**config.mk**
```make
export PLATFORM = sky130hd
export DESIGN_NAME = rlfd_core
export DESIGN_NICKNAME = d
export VERILOG_FILES = /design/src/logic/rlfd_pkg.sv /design/src/logic/rlfd_core.sv
export VERILOG_INCLUDE_DIRS = /design/src /design/src/logic
export SDC_FILE = /design/constraint.sdc
export NUM_CORES = 1
export LEC_CHECK = 0
export BUFFER_PORTS_ARGS = -buffer_cell sky130_fd_sc_hd__buf_2
export CORE_MARGIN = 4
export CORE_UTILIZATION = 50
export DETAILED_ROUTE_END_ITERATION = 6
export PLACE_DENSITY = 0.68
export SYNTH_ARGS = -nofsm -noshare
export SYNTH_HDL_FRONTEND = slang
export SYNTH_SLANG_ARGS = --single-unit
```
**constraint.sdc**
```tcl
create_clock -name clock -period 3.78 [get_ports clock]
set_input_delay 0.945 -clock clock [delete_from_list [all_inputs] [get_ports clock]]
set_output_delay 0.945 -clock clock [all_outputs]
set_load 0.005 [all_outputs]
```
**src/logic/rlfd_defs.svh**
```systemverilog
// Purpose: constants for the resettable low-frequency divider core
// Assumes: one clock domain, master tick supplied as an input strobe
// Notes:   counts are in master ticks, not system clocks
`ifndef RLFD_DEFS_SVH
`define RLFD_DEFS_SVH

// ----------------------------------------
// divider geometry
// ----------------------------------------
`define RLFD_PRESCALE          1024
`define RLFD_PRESCALE_W        10
`define RLFD_CODE_W            4
`define RLFD_CHAIN_W           32
`define RLFD_LOG2_STEP         3

// ----------------------------------------
// start-up and filtering
// ----------------------------------------
`define RLFD_STARTUP_TICKS     500
`define RLFD_STARTUP_W         9
`define RLFD_FILTER_TICKS      4
`define RLFD_FILTER_W          3

`endif

```
**src/logic/rlfd_pkg.sv**
```systemverilog
// Purpose: types for the resettable low-frequency divider core
// Assumes: constants live in rlfd_defs.svh
// Notes:   one-hot state codes written out
package rlfd_pkg;
    typedef enum logic [2:0] {
        RLFD_STARTUP = 3'h1,
        RLFD_FIRST   = 3'h2,
        RLFD_RUN     = 3'h4
    } rlfd_state_type;
endpackage

```
**src/logic/rlfd_core.sv**
```systemverilog
// Purpose: digital core of a resettable low-frequency oscillator
// Assumes: master_tick is a one-clock strobe per master oscillator period
// Notes:   rst_n stands for power-on clear; hold_pin synchronous to clock
//
// Operation
// - master ticks pass a fixed divide-by-1024 before the programmable divider.
// - programmable divider offers 1, 8, 64, 512, 4096, 2^15, 2^18, 2^21.
// - ratio_code is a 4-bit digitised pin ratio, setting factor and inversion.
// - codes 0-7 give 8^code; codes 8-15 give 8^(15-code), inverted.
// - invert_select is the top bit of active_code, the filtered ratio_code.
// - latch updates each master period; hold pin resets or keeps it reset.
// - invert 0: hold active high, forces output low; resume on timing.
// - invert 1: hold active low, forces output high; resume on timing.
// - hold never stops or re-phases oscillator or divider chain.
// - code is sampled continually, new code applied within one output cycle.
// - ratio change glitch-free, no phase below one master period.
// - new code passes a stability filter before use.
// - after power-on clear, output low for 500 master periods.
// - valid code needed first; start-up extends while code unsettled.
// - invert 0: oscillation starts after start-up unless held.
// - invert 1: high after start-up, falls after one period unless held.
`timescale 1ns/100ps
`include "rlfd_defs.svh"

module rlfd_core (
    input  wire logic                     clock,
    input  wire logic                     rst_n,
    input  wire logic                     master_tick,
    input  wire logic [`RLFD_CODE_W-1:0]  ratio_code,
    input  wire logic                     hold_pin,
    input  wire logic                     code_valid,
    output logic                          osc_out,
    output logic [`RLFD_CODE_W-1:0]       active_code,
    output logic                          started
);
    // ----------------------------------------
    // state and storage
    // ----------------------------------------
    rlfd_pkg::rlfd_state_type     state;
    rlfd_pkg::rlfd_state_type     next_state;
    logic [`RLFD_CHAIN_W-1:0]     chain;
    logic [`RLFD_STARTUP_W-1:0]   start_cnt;
    logic [`RLFD_CODE_W-1:0]      cand_code;
    logic [`RLFD_FILTER_W-1:0]    filt_cnt;
    logic                         latch_q;
    logic                         latch_d;
    logic [`RLFD_CHAIN_W-1:0]     phase_base;

    // ----------------------------------------
    // decode
    // ----------------------------------------
    // one 4-bit code sets factor and polarity
    wire       invert_select = active_code[`RLFD_CODE_W-1];
    wire [2:0] exp_sel = invert_select ? ~active_code[2:0] : active_code[2:0];
    // prescale bits, then octal steps; bit index picks half period
    wire [5:0] half_bit = 6'(`RLFD_PRESCALE_W - 1) + 6'(exp_sel) * 6'(`RLFD_LOG2_STEP);
    wire [`RLFD_CHAIN_W-1:0] chain_inc = chain + `RLFD_CHAIN_W'(1);
    // count from run start so the first half period opens at once
    wire [`RLFD_CHAIN_W-1:0] rel_count = chain_inc - phase_base;
    wire       phase = ~rel_count[half_bit[4:0]];
    wire       first_due = (state == rlfd_pkg::RLFD_STARTUP)
                           && (next_state == rlfd_pkg::RLFD_FIRST);
    // hold active high / hold active low
    wire       hold_active = invert_select ? ~hold_pin : hold_pin;
    wire       code_same = (ratio_code == cand_code);
    wire       filt_done = (filt_cnt == `RLFD_FILTER_W'(`RLFD_FILTER_TICKS));
    wire       start_done = (start_cnt >= `RLFD_STARTUP_W'(`RLFD_STARTUP_TICKS));
    // follow chain phase; reset when held
    assign latch_d = hold_active ? 1'b0 : phase;

    // ----------------------------------------
    // divider chain, free running
    // ----------------------------------------
    // chain ignores hold and code
    always_ff @(posedge clock or negedge rst_n) begin
        if (!rst_n) begin
            chain <= '0;
        end else if (master_tick) begin
            chain <= chain_inc;
        end
    end

    // ----------------------------------------
    // phase reference, fixed once per power-up
    // ----------------------------------------
    // taken only at start-up, so hold never moves it
    always_ff @(posedge clock or negedge rst_n) begin
        if (!rst_n) begin
            phase_base <= '0;
        end else if (master_tick && first_due) begin
            phase_base <= chain_inc + `RLFD_CHAIN_W'(1);
        end
    end

    // ----------------------------------------
    // code filter
    // ----------------------------------------
    // sampled every tick while code_valid is high; stable for several ticks before use
    always_ff @(posedge clock or negedge rst_n) begin
        if (!rst_n) begin
            cand_code   <= '0;
            filt_cnt    <= '0;
            active_code <= '0;
        end else if (master_tick && code_valid) begin
            cand_code <= ratio_code;
            if (!code_same) begin
                filt_cnt <= '0;
            end else if (!filt_done) begin
                filt_cnt <= filt_cnt + `RLFD_FILTER_W'(1);
            end else begin
                active_code <= cand_code;
            end
        end
    end

    // ----------------------------------------
    // start-up sequence
    // ----------------------------------------
    always_comb begin
        case (state)
            rlfd_pkg::RLFD_STARTUP: begin
                // 500 ticks; extended until code filtered
                next_state = (start_done && filt_done) ? rlfd_pkg::RLFD_FIRST
                                                       : rlfd_pkg::RLFD_STARTUP;
            end
            rlfd_pkg::RLFD_FIRST:   next_state = rlfd_pkg::RLFD_RUN;
            rlfd_pkg::RLFD_RUN:     next_state = rlfd_pkg::RLFD_RUN;
            default:                next_state = rlfd_pkg::RLFD_STARTUP;
        endcase
    end

    always_ff @(posedge clock or negedge rst_n) begin
        if (!rst_n) begin
            state     <= rlfd_pkg::RLFD_STARTUP;
            start_cnt <= '0;
        end else if (master_tick) begin
            state <= next_state;
            if (!start_done) begin
                start_cnt <= start_cnt + `RLFD_STARTUP_W'(1);
            end
        end
    end

    // ----------------------------------------
    // output latch
    // ----------------------------------------
    // latch clocked once per master period; changes only on ticks
    // so no phase is shorter than one master period
    // loads in the first state, so inverted output falls one tick later
    always_ff @(posedge clock or negedge rst_n) begin
        if (!rst_n) begin
            latch_q <= 1'b0;
        end else if (master_tick) begin
            if (state != rlfd_pkg::RLFD_STARTUP) begin
                latch_q <= latch_d;
            end else begin
                latch_q <= 1'b0;
            end
        end
    end

    // low during start-up; first period high when inverted
    always_ff @(posedge clock or negedge rst_n) begin
        if (!rst_n) begin
            osc_out <= 1'b0;
        end else if (state == rlfd_pkg::RLFD_STARTUP) begin
            osc_out <= 1'b0;
        end else if (state == rlfd_pkg::RLFD_FIRST) begin
            osc_out <= invert_select;
        end else begin
            osc_out <= latch_q ^ invert_select;
        end
    end

    assign started = (state == rlfd_pkg::RLFD_RUN);

    // ----------------------------------------
    // checks
    // ----------------------------------------
    a_startup_low: assert property (@(posedge clock) disable iff (!rst_n)
        (state == rlfd_pkg::RLFD_STARTUP) |=> !osc_out)
        else $error("output not low during start-up");
    a_no_early_run: assert property (@(posedge clock) disable iff (!rst_n)
        $rose(started) |-> start_done && filt_done)
        else $error("run entered before start-up done");
    a_chain_free: assert property (@(posedge clock) disable iff (!rst_n)
        master_tick |=> chain == $past(chain) + `RLFD_CHAIN_W'(1))
        else $error("chain did not advance");
    a_hold_low: assert property (@(posedge clock) disable iff (!rst_n)
        started && !invert_select && hold_pin && master_tick |=> ##1 (osc_out == invert_select))
        else $error("held output not low");
    a_hold_high: assert property (@(posedge clock) disable iff (!rst_n)
        started && invert_select && !hold_pin && master_tick
        && $stable(active_code) |=> ##1 (osc_out == invert_select))
        else $error("held output not high");
    a_first_high: assert property (@(posedge clock) disable iff (!rst_n)
        (state == rlfd_pkg::RLFD_FIRST) && invert_select |=> osc_out)
        else $error("inverted start not high");
    a_code_stable: assert property (@(posedge clock) disable iff (!rst_n)
        active_code != $past(active_code) |-> $past(filt_done))
        else $error("code applied unfiltered");
    a_latch_tick: assert property (@(posedge clock) disable iff (!rst_n)
        !master_tick |=> $stable(latch_q))
        else $error("latch moved without tick");
    a_polarity: assert property (@(posedge clock) disable iff (!rst_n)
        started && master_tick && (hold_pin ^ active_code[3])
        |=> ##1 (osc_out == active_code[3]))
        else $error("held level not code msb");
    a_out_on_tick: assert property (@(posedge clock) disable iff (!rst_n)
        $changed(osc_out) |-> $past(master_tick, 2))
        else $error("output moved off a tick");
    a_startup_len: assert property (@(posedge clock) disable iff (!rst_n)
        (state != rlfd_pkg::RLFD_STARTUP)
        |-> start_cnt == `RLFD_STARTUP_W'(`RLFD_STARTUP_TICKS))
        else $error("start-up shorter than required");
    a_first_rise: assert property (@(posedge clock) disable iff (!rst_n)
        (state == rlfd_pkg::RLFD_FIRST) && !invert_select && !hold_pin && master_tick
        |=> ##1 osc_out)
        else $error("output did not start at run entry");
    a_first_fall: assert property (@(posedge clock) disable iff (!rst_n)
        (state == rlfd_pkg::RLFD_FIRST) && invert_select && hold_pin && master_tick
        |=> ##1 !osc_out)
        else $error("inverted output did not fall after one tick");
endmodule

```
# ---- Word-level counts from Yosys, hierarchy flattened
# Index checks and enable logic that the tools add are counted.
dict set report classes {
  n_addsub 6
  n_mul 1
  order_cmp 2
  n_eq_ne 8
  muxes 12
  bitwise 5
  n_reduce_logical 8
}
# operator count
set ops {}
lappend ops {{adder 32 x 1 -> 32 bit, second input constant} 2}
lappend ops {{subtractor 32 bit} 1}
lappend ops {{adder 9 x 1 -> 9 bit, second input constant} 1}
lappend ops {{greater-or-equal comparator 9 bit, second input constant} 1}
lappend ops {{2-to-1 mux 3 bit} 3}
lappend ops {{equality test 3 x 2 -> 1 bit, second input constant} 2}
lappend ops {{equality test 3 bit, second input constant} 2}
lappend ops {{< comparator 5 x 6 -> 1 bit, second input constant} 1}
lappend ops {{2-to-1 mux 1 bit} 6}
lappend ops {{one-hot mux 3 bit (2 select lines)} 1}
lappend ops {{adder 4 x 5 -> 5 bit, first input constant} 1}
lappend ops {{binary-select mux 1 bit (select 5 bit)} 1}
lappend ops {{multiplier 3 x 2 -> 5 bit, second input constant} 1}
lappend ops {{equality test 4 bit} 1}
lappend ops {{logical AND 1 bit} 4}
lappend ops {{AND reduction 2 bit} 2}
lappend ops {{adder 3 x 1 -> 3 bit, second input constant} 1}
lappend ops {{equality test 3 x 1 -> 1 bit, second input constant} 1}
lappend ops {{!= test 3 x 1 -> 1 bit, second input constant} 1}
lappend ops {{NOT 1 bit} 3}
lappend ops {{NOT 3 bit} 1}
lappend ops {{AND reduction 3 bit} 1}
lappend ops {{2-to-1 mux 2 bit} 1}
lappend ops {{!= test 2 bit, second input constant} 1}
lappend ops {{2 further kinds} 2}
dict set report word_totals {
  regBits 89
  out_inout_bits 6
  wordCells 51
}

# ---- Depth between registers and ports, before layout
# Gate-level depths: netlist of run 1.
dict set report logic_depth {
  ltp_word 9
  mapped_depth 19
}

# ---- Least setup slack after synthesis of run 1
# OpenSTA, ideal clock, no wires.
dict set report synth_timing {
  path_kind {flip-flop to flip-flop}
  start {register chain[1]}
  end {register latch_q}
  t_arrival_ps 3879
  required_time_ps 3643
  slack_ps -236
  path_stages_with_launch 17
  path_buffers 0
  synth_period_minus_slack_ps 4016
  path_cell_list {dfrtp_1 > ha_1 > nand2_1 > nor3_2 > and3_1 > xor2_1 > ha_1 > a21oi_1 > a21boi_0 > a311oi_4 > o21ai_2 > a2111oi_4 > o32ai_2 > o41ai_4 > mux2i_1 > o41ai_1 > a22oi_1}
}
dict set report synth_via {
  elab_chain_len 7
}
# element line
set synth_lines {}
lappend synth_lines {{start: declaration} rlfd_core.sv:41} ;# logic [`RLFD_CHAIN_W-1:0] chain;
lappend synth_lines {{start signal: assignment} rlfd_core.sv:79} ;# chain <= chain_inc;
lappend synth_lines {{adder 32 x 1 -> 32 bit} rlfd_core.sv:57} ;# wire [`RLFD_CHAIN_W-1:0] chain_inc = chain + `RLFD_CHAIN_W'(1);
lappend synth_lines {{named net chain_inc[12]} rlfd_core.sv:57}
lappend synth_lines {{subtractor 32 bit} rlfd_core.sv:59} ;# wire [`RLFD_CHAIN_W-1:0] rel_count = chain_inc - phase_base;
lappend synth_lines {{binary-select mux 1 bit (select 5 bit)} rlfd_core.sv:60} ;# wire phase = ~rel_count[half_bit[4:0]];
lappend synth_lines {{2-to-1 mux 1 bit (implied by the code)} rlfd_core.sv:60}
lappend synth_lines {{NOT 1 bit} rlfd_core.sv:60}
lappend synth_lines {{2-to-1 mux 1 bit} rlfd_core.sv:69} ;# assign latch_d = hold_active ? 1'b0 : phase;
lappend synth_lines {{2-to-1 mux 1 bit} rlfd_core.sv:154} ;# if (state != rlfd_pkg::RLFD_STARTUP) begin
lappend synth_lines {{end signal: assignment} rlfd_core.sv:155} ;# latch_q <= latch_d;
lappend synth_lines {{end: declaration} rlfd_core.sv:45} ;# logic latch_q;
# The timed path passes the listed nets, and every way through them passes these cells. The select of a mux whose other input is x is not followed.
# A chain may end at the register's enable or synchronous reset.

# ---- Final worst setup path of run 1
# Same ends and word-level chain as after synthesis.

==> results of run 1 <==
==> power groups by stage <==
| stage | clock [mW] | combinational [mW] | sequential [mW] |
|---|---|---|---|
| floorplan | 0 | 0.944 | 1.12 |
| global placement | 0 | 1.42 | 1.13 |
| detailed placement | 0 | 1.44 | 1.14 |
| CTS | 1.02 | 1.46 | 1.13 |
| global route | 1.04 | 1.64 | 1.14 |
| finish | 0.995 | 1.48 | 1.13 |
==> how the worst max path moves through the flow <==
| stage | end |
|---|---|
| floorplan | latch_q |
| global placement | latch_q |
| detailed placement | latch_q |
| CTS | latch_q |
| global route | latch_q |
| finish | latch_q |
==> worst reg2reg max path: stages, from the launching register on <==
cell and delay (ps):
dfrtp_2 440, buf_4 160, ha_1 310, inv_1 80, fa_1 410, a21o_1 210, a311o_1 420, a41oi_2 210
o21ai_2 120, a2111oi_4 370, o32ai_2 150, o41ai_4 240, mux2i_1 140, o41ai_2 280, a22oi_1 100
==> routing by layer <==
layer / track usage / vias to the layer above / share of wire
met5: 0 / - / 0
met4: 0.06980 / 0 / 0.018
met3: 0.03050 / 19 / 0.031
met2: 0.3598 / 85 / 0.47
met1: 0.2945 / 2980 / 0.48
li1: - / 3254 / -
==> cells in the final DEF, fill, tap and decap left out, types with 7 or more instances in the layout <==
cell type,netlist,routed
and2_1,11,10
a31oi_1,8,7
ha_1,40,33
inv_1,57,57
a21oi_1,35,29
xor2_2,1,7
clkbuf_16,0,9
nor4_1,8,8
nand4_1,23,23
nor2b_1,8,8
mux2_2,10,10
mux2i_1,9,9
and3_1,16,13
xnor2_2,1,7
dfrtp_1,88,83
nand3_1,28,27
xor2_1,46,40
nand2_1,106,103
a21o_1,21,21
o21ai_0,42,40
nor3_1,17,14
o21ai_1,7,9
buf_2,6,13
buf_4,6,142
o211ai_1,7,7
nand2b_1,7,7
xnor2_1,78,71
nor2_1,46,45
==> Yosys cell counts, drive strengths merged (3+ instances only) <==
cell type	instances	share of area
a211o	4	0.0049
a211oi	3	0.0031
a21boi	3	0.0031
a21o	21	0.021
a21oi	35	0.024
a221oi	3	0.0036
a311o	3	0.0041
a31oi	8	0.0068
a32o	4	0.0055
a32oi	3	0.0036
and2	11	0.0094
and3	17	0.015
and4	6	0.0072
buf	12	0.010
clkbuf	25	0.013
dfrtp	88	0.30
ha	40	0.068
inv	58	0.030
mux2	10	0.015
mux2i	9	0.012
nand2	106	0.054
nand2b	8	0.0072
nand3	32	0.025
nand4	24	0.021
nor2	49	0.026
nor2b	8	0.0068
nor3	20	0.017
nor3b	4	0.0061
nor4	10	0.011
o2111ai	4	0.0048
o211ai	7	0.0072
o21a	3	0.0031
o21ai	50	0.035
o21bai	3	0.0031
o41ai	3	0.0061
or2	4	0.0038
xnor2	79	0.095
xor2	47	0.057
==> flip-flops by register name, indices dropped and copies added, names as in the netlist <==
signal and flops:
active_code 4, cand_code 4, chain 32, filt_cnt 3, latch_q 1, osc_out 1
phase_base 32, start_cnt 9, state 3
==> area by class of cell <==
cell class                 instances  area, um2
sequential                        89       2235
tap                              184      230.2
inverter                          59      221.5
clock inverter                     5      77.57
timing repair buffer             156       1151
clock buffer                      11      252.7
multi-input combinational        671       5061
fill                            1221       5250
==> cells by family (layout without fill, tap and decap cells) <==
group | Yosys count | after routing
compound gates | 178 | 178
xor+xnor | 126 | 126
fa+ha+maj | 42 | 42
buf+inv | 96 | 231
flops | 89 | 89
mux | 20 | 20
simple gates | 305 | 305
==> timing repair <==
item | 4_1_cts | 5_1_grt
setup buffers | 3 | 8
endpoints found under the setup margin | 1 | 1
pin swaps | 4 | 20
gates resized for setup | 14 | 33
==> metrics by stage <==
stage / setup slack, ps / cell area, um2 / setup TNS (ps) / power [mW]
6_report: 18.64 / 9229 / 0 / 3.606
2_1_floorplan: 4.617 / 7476 / 0 / 2.062
5_1_grt: -216.1 / 9229 / -216.1 / 3.823
4_1_cts: 3.846 / 9022 / 0 / 3.599
3_3_place_gp: -26.43 / 8598 / -26.43 / 2.552
3_5_place_dp: -153.9 / 8598 / -153.9 / 2.581
==> results.md, run 1 <==
- Status: completed
- Critical R2R Launch: chain[1]
- Compound-cell area share of the yosys netlist: 0.1706
- Count of cell types in the netlist: 85
- CP Max Fanout: 4
- Die area: 16680 um2
- Worst-Skew Late Latency: 350 ps
- Hold depth: 2
- Stages on worst setup path: 14
- Mapped cell area: approximately 7300 um2
- Pleak: approximately 4.3 nW
- Crit-path cells: buf_4 -> ha_1 -> inv_1 -> fa_1 -> a21o_1 -> a311o_1 -> a41oi_2 -> o21ai_2 -> a2111oi_4 -> o32ai_2 -> o41ai_4 -> mux2i_1 -> o41ai_2 -> a22oi_1
- Crit-path slowest cell: dfrtp_2
- Switching share of power: 0.3324
- Worst Setup End Kind: flip-flop
- Largest net degree at the start of global routing: 58
- Global placer's final weighted congestion: 0.9088
- Synth Flop Type: dfrtp_1
- CTS Buf Count: 9
- Largest family of logic cells by synthesized area: simple AND/OR/NAND/NOR gates
- Asr flop ratio synth: 1.000
- Clk network pwr share: 0.276
- DP HPWL: ~14000 um
- DR vias: about 6.3k
- WL per Instance: about 15 um
- Peak Freq: about 270 MHz
- Min-delay worst type: reg -> reg
- Clock period minus worst slack: between 3000 and 4000 ps
- Critical path startpoint category: flip-flop
- Initial antenna violation count: 0
- Worst Path Required: 4000 ps
- CP delay by family, top: compound AO/OA/AOI/OAI gates
- Fin util: 0.6374
- Worst-Margin Slew: ~750 ps
- Buffers added on ports: 14
- Hold-fix buffers at CTS: 0
- Seq cells post-synth: about 90
- Synth Area in Adders: 0.07363
- Fin cells: around 1.2k
- Dpl cells: ~1.1k
- Fin. Hold Viols: 0
- CTS tree: done
- Remaining antenna violation count: 0
- RSZ-0062 raised after global routing: true
- Final #Nets: around 1.0k
- CTS sink cnt: slightly below 90
- Drt pass-1 iters: 5
- Worst Path Arrival: ~4000 ps
- Core area: roughly 14000 um2
- Setup Viol. Count Final: 0
- Syn Inst Count: 856
- Gr ovfl total: 0
- Worst setup path class: reg -> reg
- Slew margin rel.: 0.4993
- Buf/Inv on CP: 2
- Vias per inst: roughly 5.4
- Sw power: between 1 and 1.5 mW
- Comb pwr share: 0.411
- Die width: around 130 um
- DRT iter0 DRCs: approximately 300
- Clock buffer depth: 2
- Peak supply drop: 277.4 uV
- Reg2Reg Depth: 14
- Final WL: 17700 um
- Initial Utilization: 0.5070
- Layout cells sized above 1: 0.2745
- Min-delay src: phase_base[26]
- Synth Area in Simple Gates: 0.2158
- Syn Nets: between 900 and 1k
- Post-synthesis sequential area ratio: 0.3036
- Flop2flop setup slack: 20 ps
- Htree depth: 3
- Total Routing Usage GR: 0.2172
- Vias in the first global route: around 6.2k
- Reg clk slew, reported paths: ~70 ps
- Period utilisation layout: 0.9951
- Clk Tree Root Cell: clkbuf_16
- Largest stage delay on the critical path: 440 ps
- Share of total power in sequential cells: 0.313
- Xor/xnor share of the synthesized area: 0.1524
- Pint: approximately 2.4 mW
- Vert. Die Dim: ~130 um
- Multiplexer area fraction after synthesis: 0.03068
- Fin Clk Skew: between 5 and 6 ps
- Syn. warnings: 0
- Mean Syn Cell Area: 8.576 um2
- Hold Path End: phase_base[26]
- Num ports: 15
- First-pass GRT wire length: 29410 um
- Post-synth EDFFs: 0
- PD cells: 390.7 nW/um2
- Final Max Slew Viols: 0
- Area Growth Syn to Fin: 25.72%
- Rows: 44
- DRC viols: 0
- N_diodes: 0
- Min Hold Slack: ~480 ps
- Worst R2R End: latch_q
- Critical Path Start: chain[1]
- Max Cap Viol: 0
Note: power is estimated with default switching activity, not from simulation.
==> run 2: changes to the inputs <==
PLACE_DENSITY = 0.66   (was 0.68)
clock period = 4.6 ns   (was 3.78 ns; I/O delays follow)
==> run 2 against run 1 <==
Cell area is 13% lower. Power is 24% lower. Cell count fell by 10%. Wire length down 6.4%. Worst hold slack lost 0.63 ps. Clock-buffer cell count up 1. Register-to-register slack gained 200 ps. First-iteration DRC count grew 44%. Flip-flop and latch count is the same. Sequential power is 17% lower. Clock power is 12% lower. Maximum frequency shrank 14%. Largest power group is now sequential cells. Highest routed layer unchanged.
==> results.md, run 2 (synthesis results as in run 1) <==
- Total Routing Usage GR: 0.2075 (-0.009627)
- CP Capture Point: latch_q
- Min Hold Slack: 475.7 ps (-0.6300 ps)
- Dpl cells: 1037 (-9.7%)
- Worst setup path class: reg -> reg
- Worst Setup End Kind: flip-flop
- DR vias: 5974 (-5.7%)
- RSZ-0062 raised after global routing: false
- Fin util: 0.5542 (-0.08322)
- Placed instance area: 7624 um2 (-11%)
- Worst Path Arrival: 4610 ps (+630 ps)
- Remaining antenna violation count: 0 (unchanged)
- Worst-Margin Slew: 903.5 ps (+152.4 ps)
- CTS sink cnt: 89 (unchanged)
- Fin Clk Skew: 9.124 ps (+3.495 ps)
- WL per Instance: 15.72 um (+4.4%)
- Period utilisation layout: 0.9534 (-0.04170)
- Drt pass-1 iters: 5 (unchanged)
- Core area: 14480 um2 (unchanged)
- CP Max Fanout: 10 (+6)
- Sw power: 0.9184 mW (-23%)
- Vias per inst: 5.668 (+5.1%)
- PD cells: 341.0 nW/um2 (-13%)
- Pint: 1.818 mW (-25%)
- Clock buffer depth: 2 (unchanged)
- Fin. Hold Viols: 0 (unchanged)
- Layout cells sized above 1: 0.1184 (-0.1561)
- Num ports: 15 (unchanged)
- Pre-CTS setup slack: 125.4 ps (+279.4 ps)
- Vias in the first global route: 5873 (-4.6%)
- Share of total power in sequential cells: 0.344 (+0.031)
- Commonest non-fill, non-tap cell in the layout: nand2_1
- Worst R2R End: latch_q
- Worst Path Required: 4830 ps (+830 ps)
- First-pass GRT wire length: 28190 um (-4.1%)
- DRC viols: 0 (unchanged)
- Min-delay worst type: reg -> reg
- Most frequent cells in the layout: nand2_1 (106), dfrtp_1 (87), xnor2_1 (76)
- Max Cap Viol: 0 (unchanged)
- Critical Path Start: chain[3]
- Flop2flop setup slack: 210 ps (+200 ps)
- Fin cells: 1054 (-10%)
- Rows: 44 (unchanged)
- Finished layout cell area: 8024 um2 (-13%)
- Die area: 16680 um2 (unchanged)
- Initial antenna violation count: 0 (unchanged)
- Final #Nets: 916 (-12%)
- Gr ovfl total: 0 (unchanged)
- Clk network pwr share: 0.321 (+0.045)
- Pwr Total: 2.736 mW (-24%)
- Reg clk slew, reported paths: 70 ps (about the same)
- Critical R2R Launch: chain[3]
- Global placer's final weighted congestion: 0.9347 (+2.8%)
- Slew margin rel.: 0.3977 (-0.1016)
- Area Growth Syn to Fin: 9.306%
- N_diodes: 0 (unchanged)
- CTS tree: done
- Comb pwr share: 0.335 (-0.076)
- Largest stage delay on the critical path: 520 ps (+80 ps)
- Worst-Skew Late Latency: 350 ps (about the same)
- Largest net degree at the start of global routing: 71 (+22%)
- Setup ws final: 214.5 ps (+195.9 ps)
- Peak Freq: 228.0 MHz (-14%)
- Crit-path slowest cell: dfrtp_1
- CTS Buf Count: 9 (unchanged)
- Setup Viol. Count Final: 0 (unchanged)
- Crit-path cells: and3_1 -> nand3_2 -> nor2_1 -> xnor2_1 -> inv_1 -> ha_1 -> a21o_1 -> a211o_1 -> a41oi_1 -> o21ai_2 -> a2111oi_4 -> o32ai_2 -> o41ai_4 -> mux2i_1 -> o41ai_1 -> a22oi_1
- Htree depth: 3 (unchanged)
- Clk Tree Root Cell: clkbuf_16
- DRT iter0 DRCs: 437 (+44%)
- Die width: 129.2 um (unchanged)
- Switching share of power: 0.3357 (+0.003305)
- DP HPWL: 12620 um (-7.3%)
- Setup TNS: 0 ps (unchanged)
- Final WL: 16570 um (-6.4%)
- Final Max Slew Viols: 0 (unchanged)
- Largest regs: chain x32, phase_base x32, start_cnt x9
- Status: completed
- Vert. Die Dim: 129.2 um (unchanged)
- Peak supply drop: 178.9 uV (-36%)
- Critical path startpoint category: flip-flop
- Pleak: 3.565 nW (-16%)
- Initial Utilization: 0.5070 (unchanged)
- Buffers added on ports: 14 (unchanged)
- Clock period minus worst slack: 4386 ps (+624.1 ps)
- Reg2Reg Depth: 16 (+2)
==> run 2: worst min path at each step <==
stage | startpoint | end | depth (start not counted)
5_1_grt | phase_base[7] | phase_base[7] | 2
2_1_floorplan | start_cnt[8] | start_cnt[8] | 1
6_report | start_cnt[8] | start_cnt[8] | 1
3_5_place_dp | start_cnt[8] | start_cnt[8] | 1
4_1_cts | start_cnt[8] | start_cnt[8] | 1
3_3_place_gp | start_cnt[8] | start_cnt[8] | 1
==> run 2: power by group through the flow <==
stage	combinational [mW]	sequential, mW	clock [mW]
2_1_floorplan	0.758	0.911	0
3_3_place_gp	0.890	0.946	0
3_5_place_dp	0.914	0.953	0
4_1_cts	0.918	0.938	0.902
5_1_grt	1.02	0.952	0.927
6_report	0.916	0.941	0.879
==> run 2: final cells by class <==
type / instances / area, um2
flip-flops and latches: 89 / 2230
fillers: 1319 / 6455
well taps: 184 / 230.2
inverters: 59 / 221.5
repair buffers: 35 / 230.2
clock inverters: 4 / 98.84
clock buffers: 12 / 256.5
multi-input cells: 671 / 4757
==> run 2: timing repair <==
| item | in CTS | in global routing |
|---|---|---|
| setup endpoints to repair | 0 | 1 |
| endpoints found under the hold margin | 0 | 0 |
| hold buffers | 0 | 0 |
| gates resized for setup | 0 | 7 |
| buffers inserted | 0 | 1 |
==> run 2: worst max-delay path, delay by kind of cell (launching register included) <==
| family | cells | cell delay [ps] |
|---|---|---|
| mux | 1 | 110 |
| compound gates | 9 | 2070 |
| simple gates | 3 | 740 |
| buf+inv | 1 | 160 |
| fa+ha+maj | 1 | 410 |
| flops | 1 | 520 |
| xor+xnor | 1 | 240 |
==> run 2: metal layers <==
layer | share of wire | routed length, um | up-vias | track usage
met3 | 0.039 | 653 | 29 | 0.03421
met5 | 0 | 0 | - | 0
li1 | - | - | 3007 | -
met4 | 0.021 | 342 | 0 | 0.08524
met1 | 0.48 | 7885 | 2809 | 0.2749
met2 | 0.46 | 7690 | 129 | 0.3384
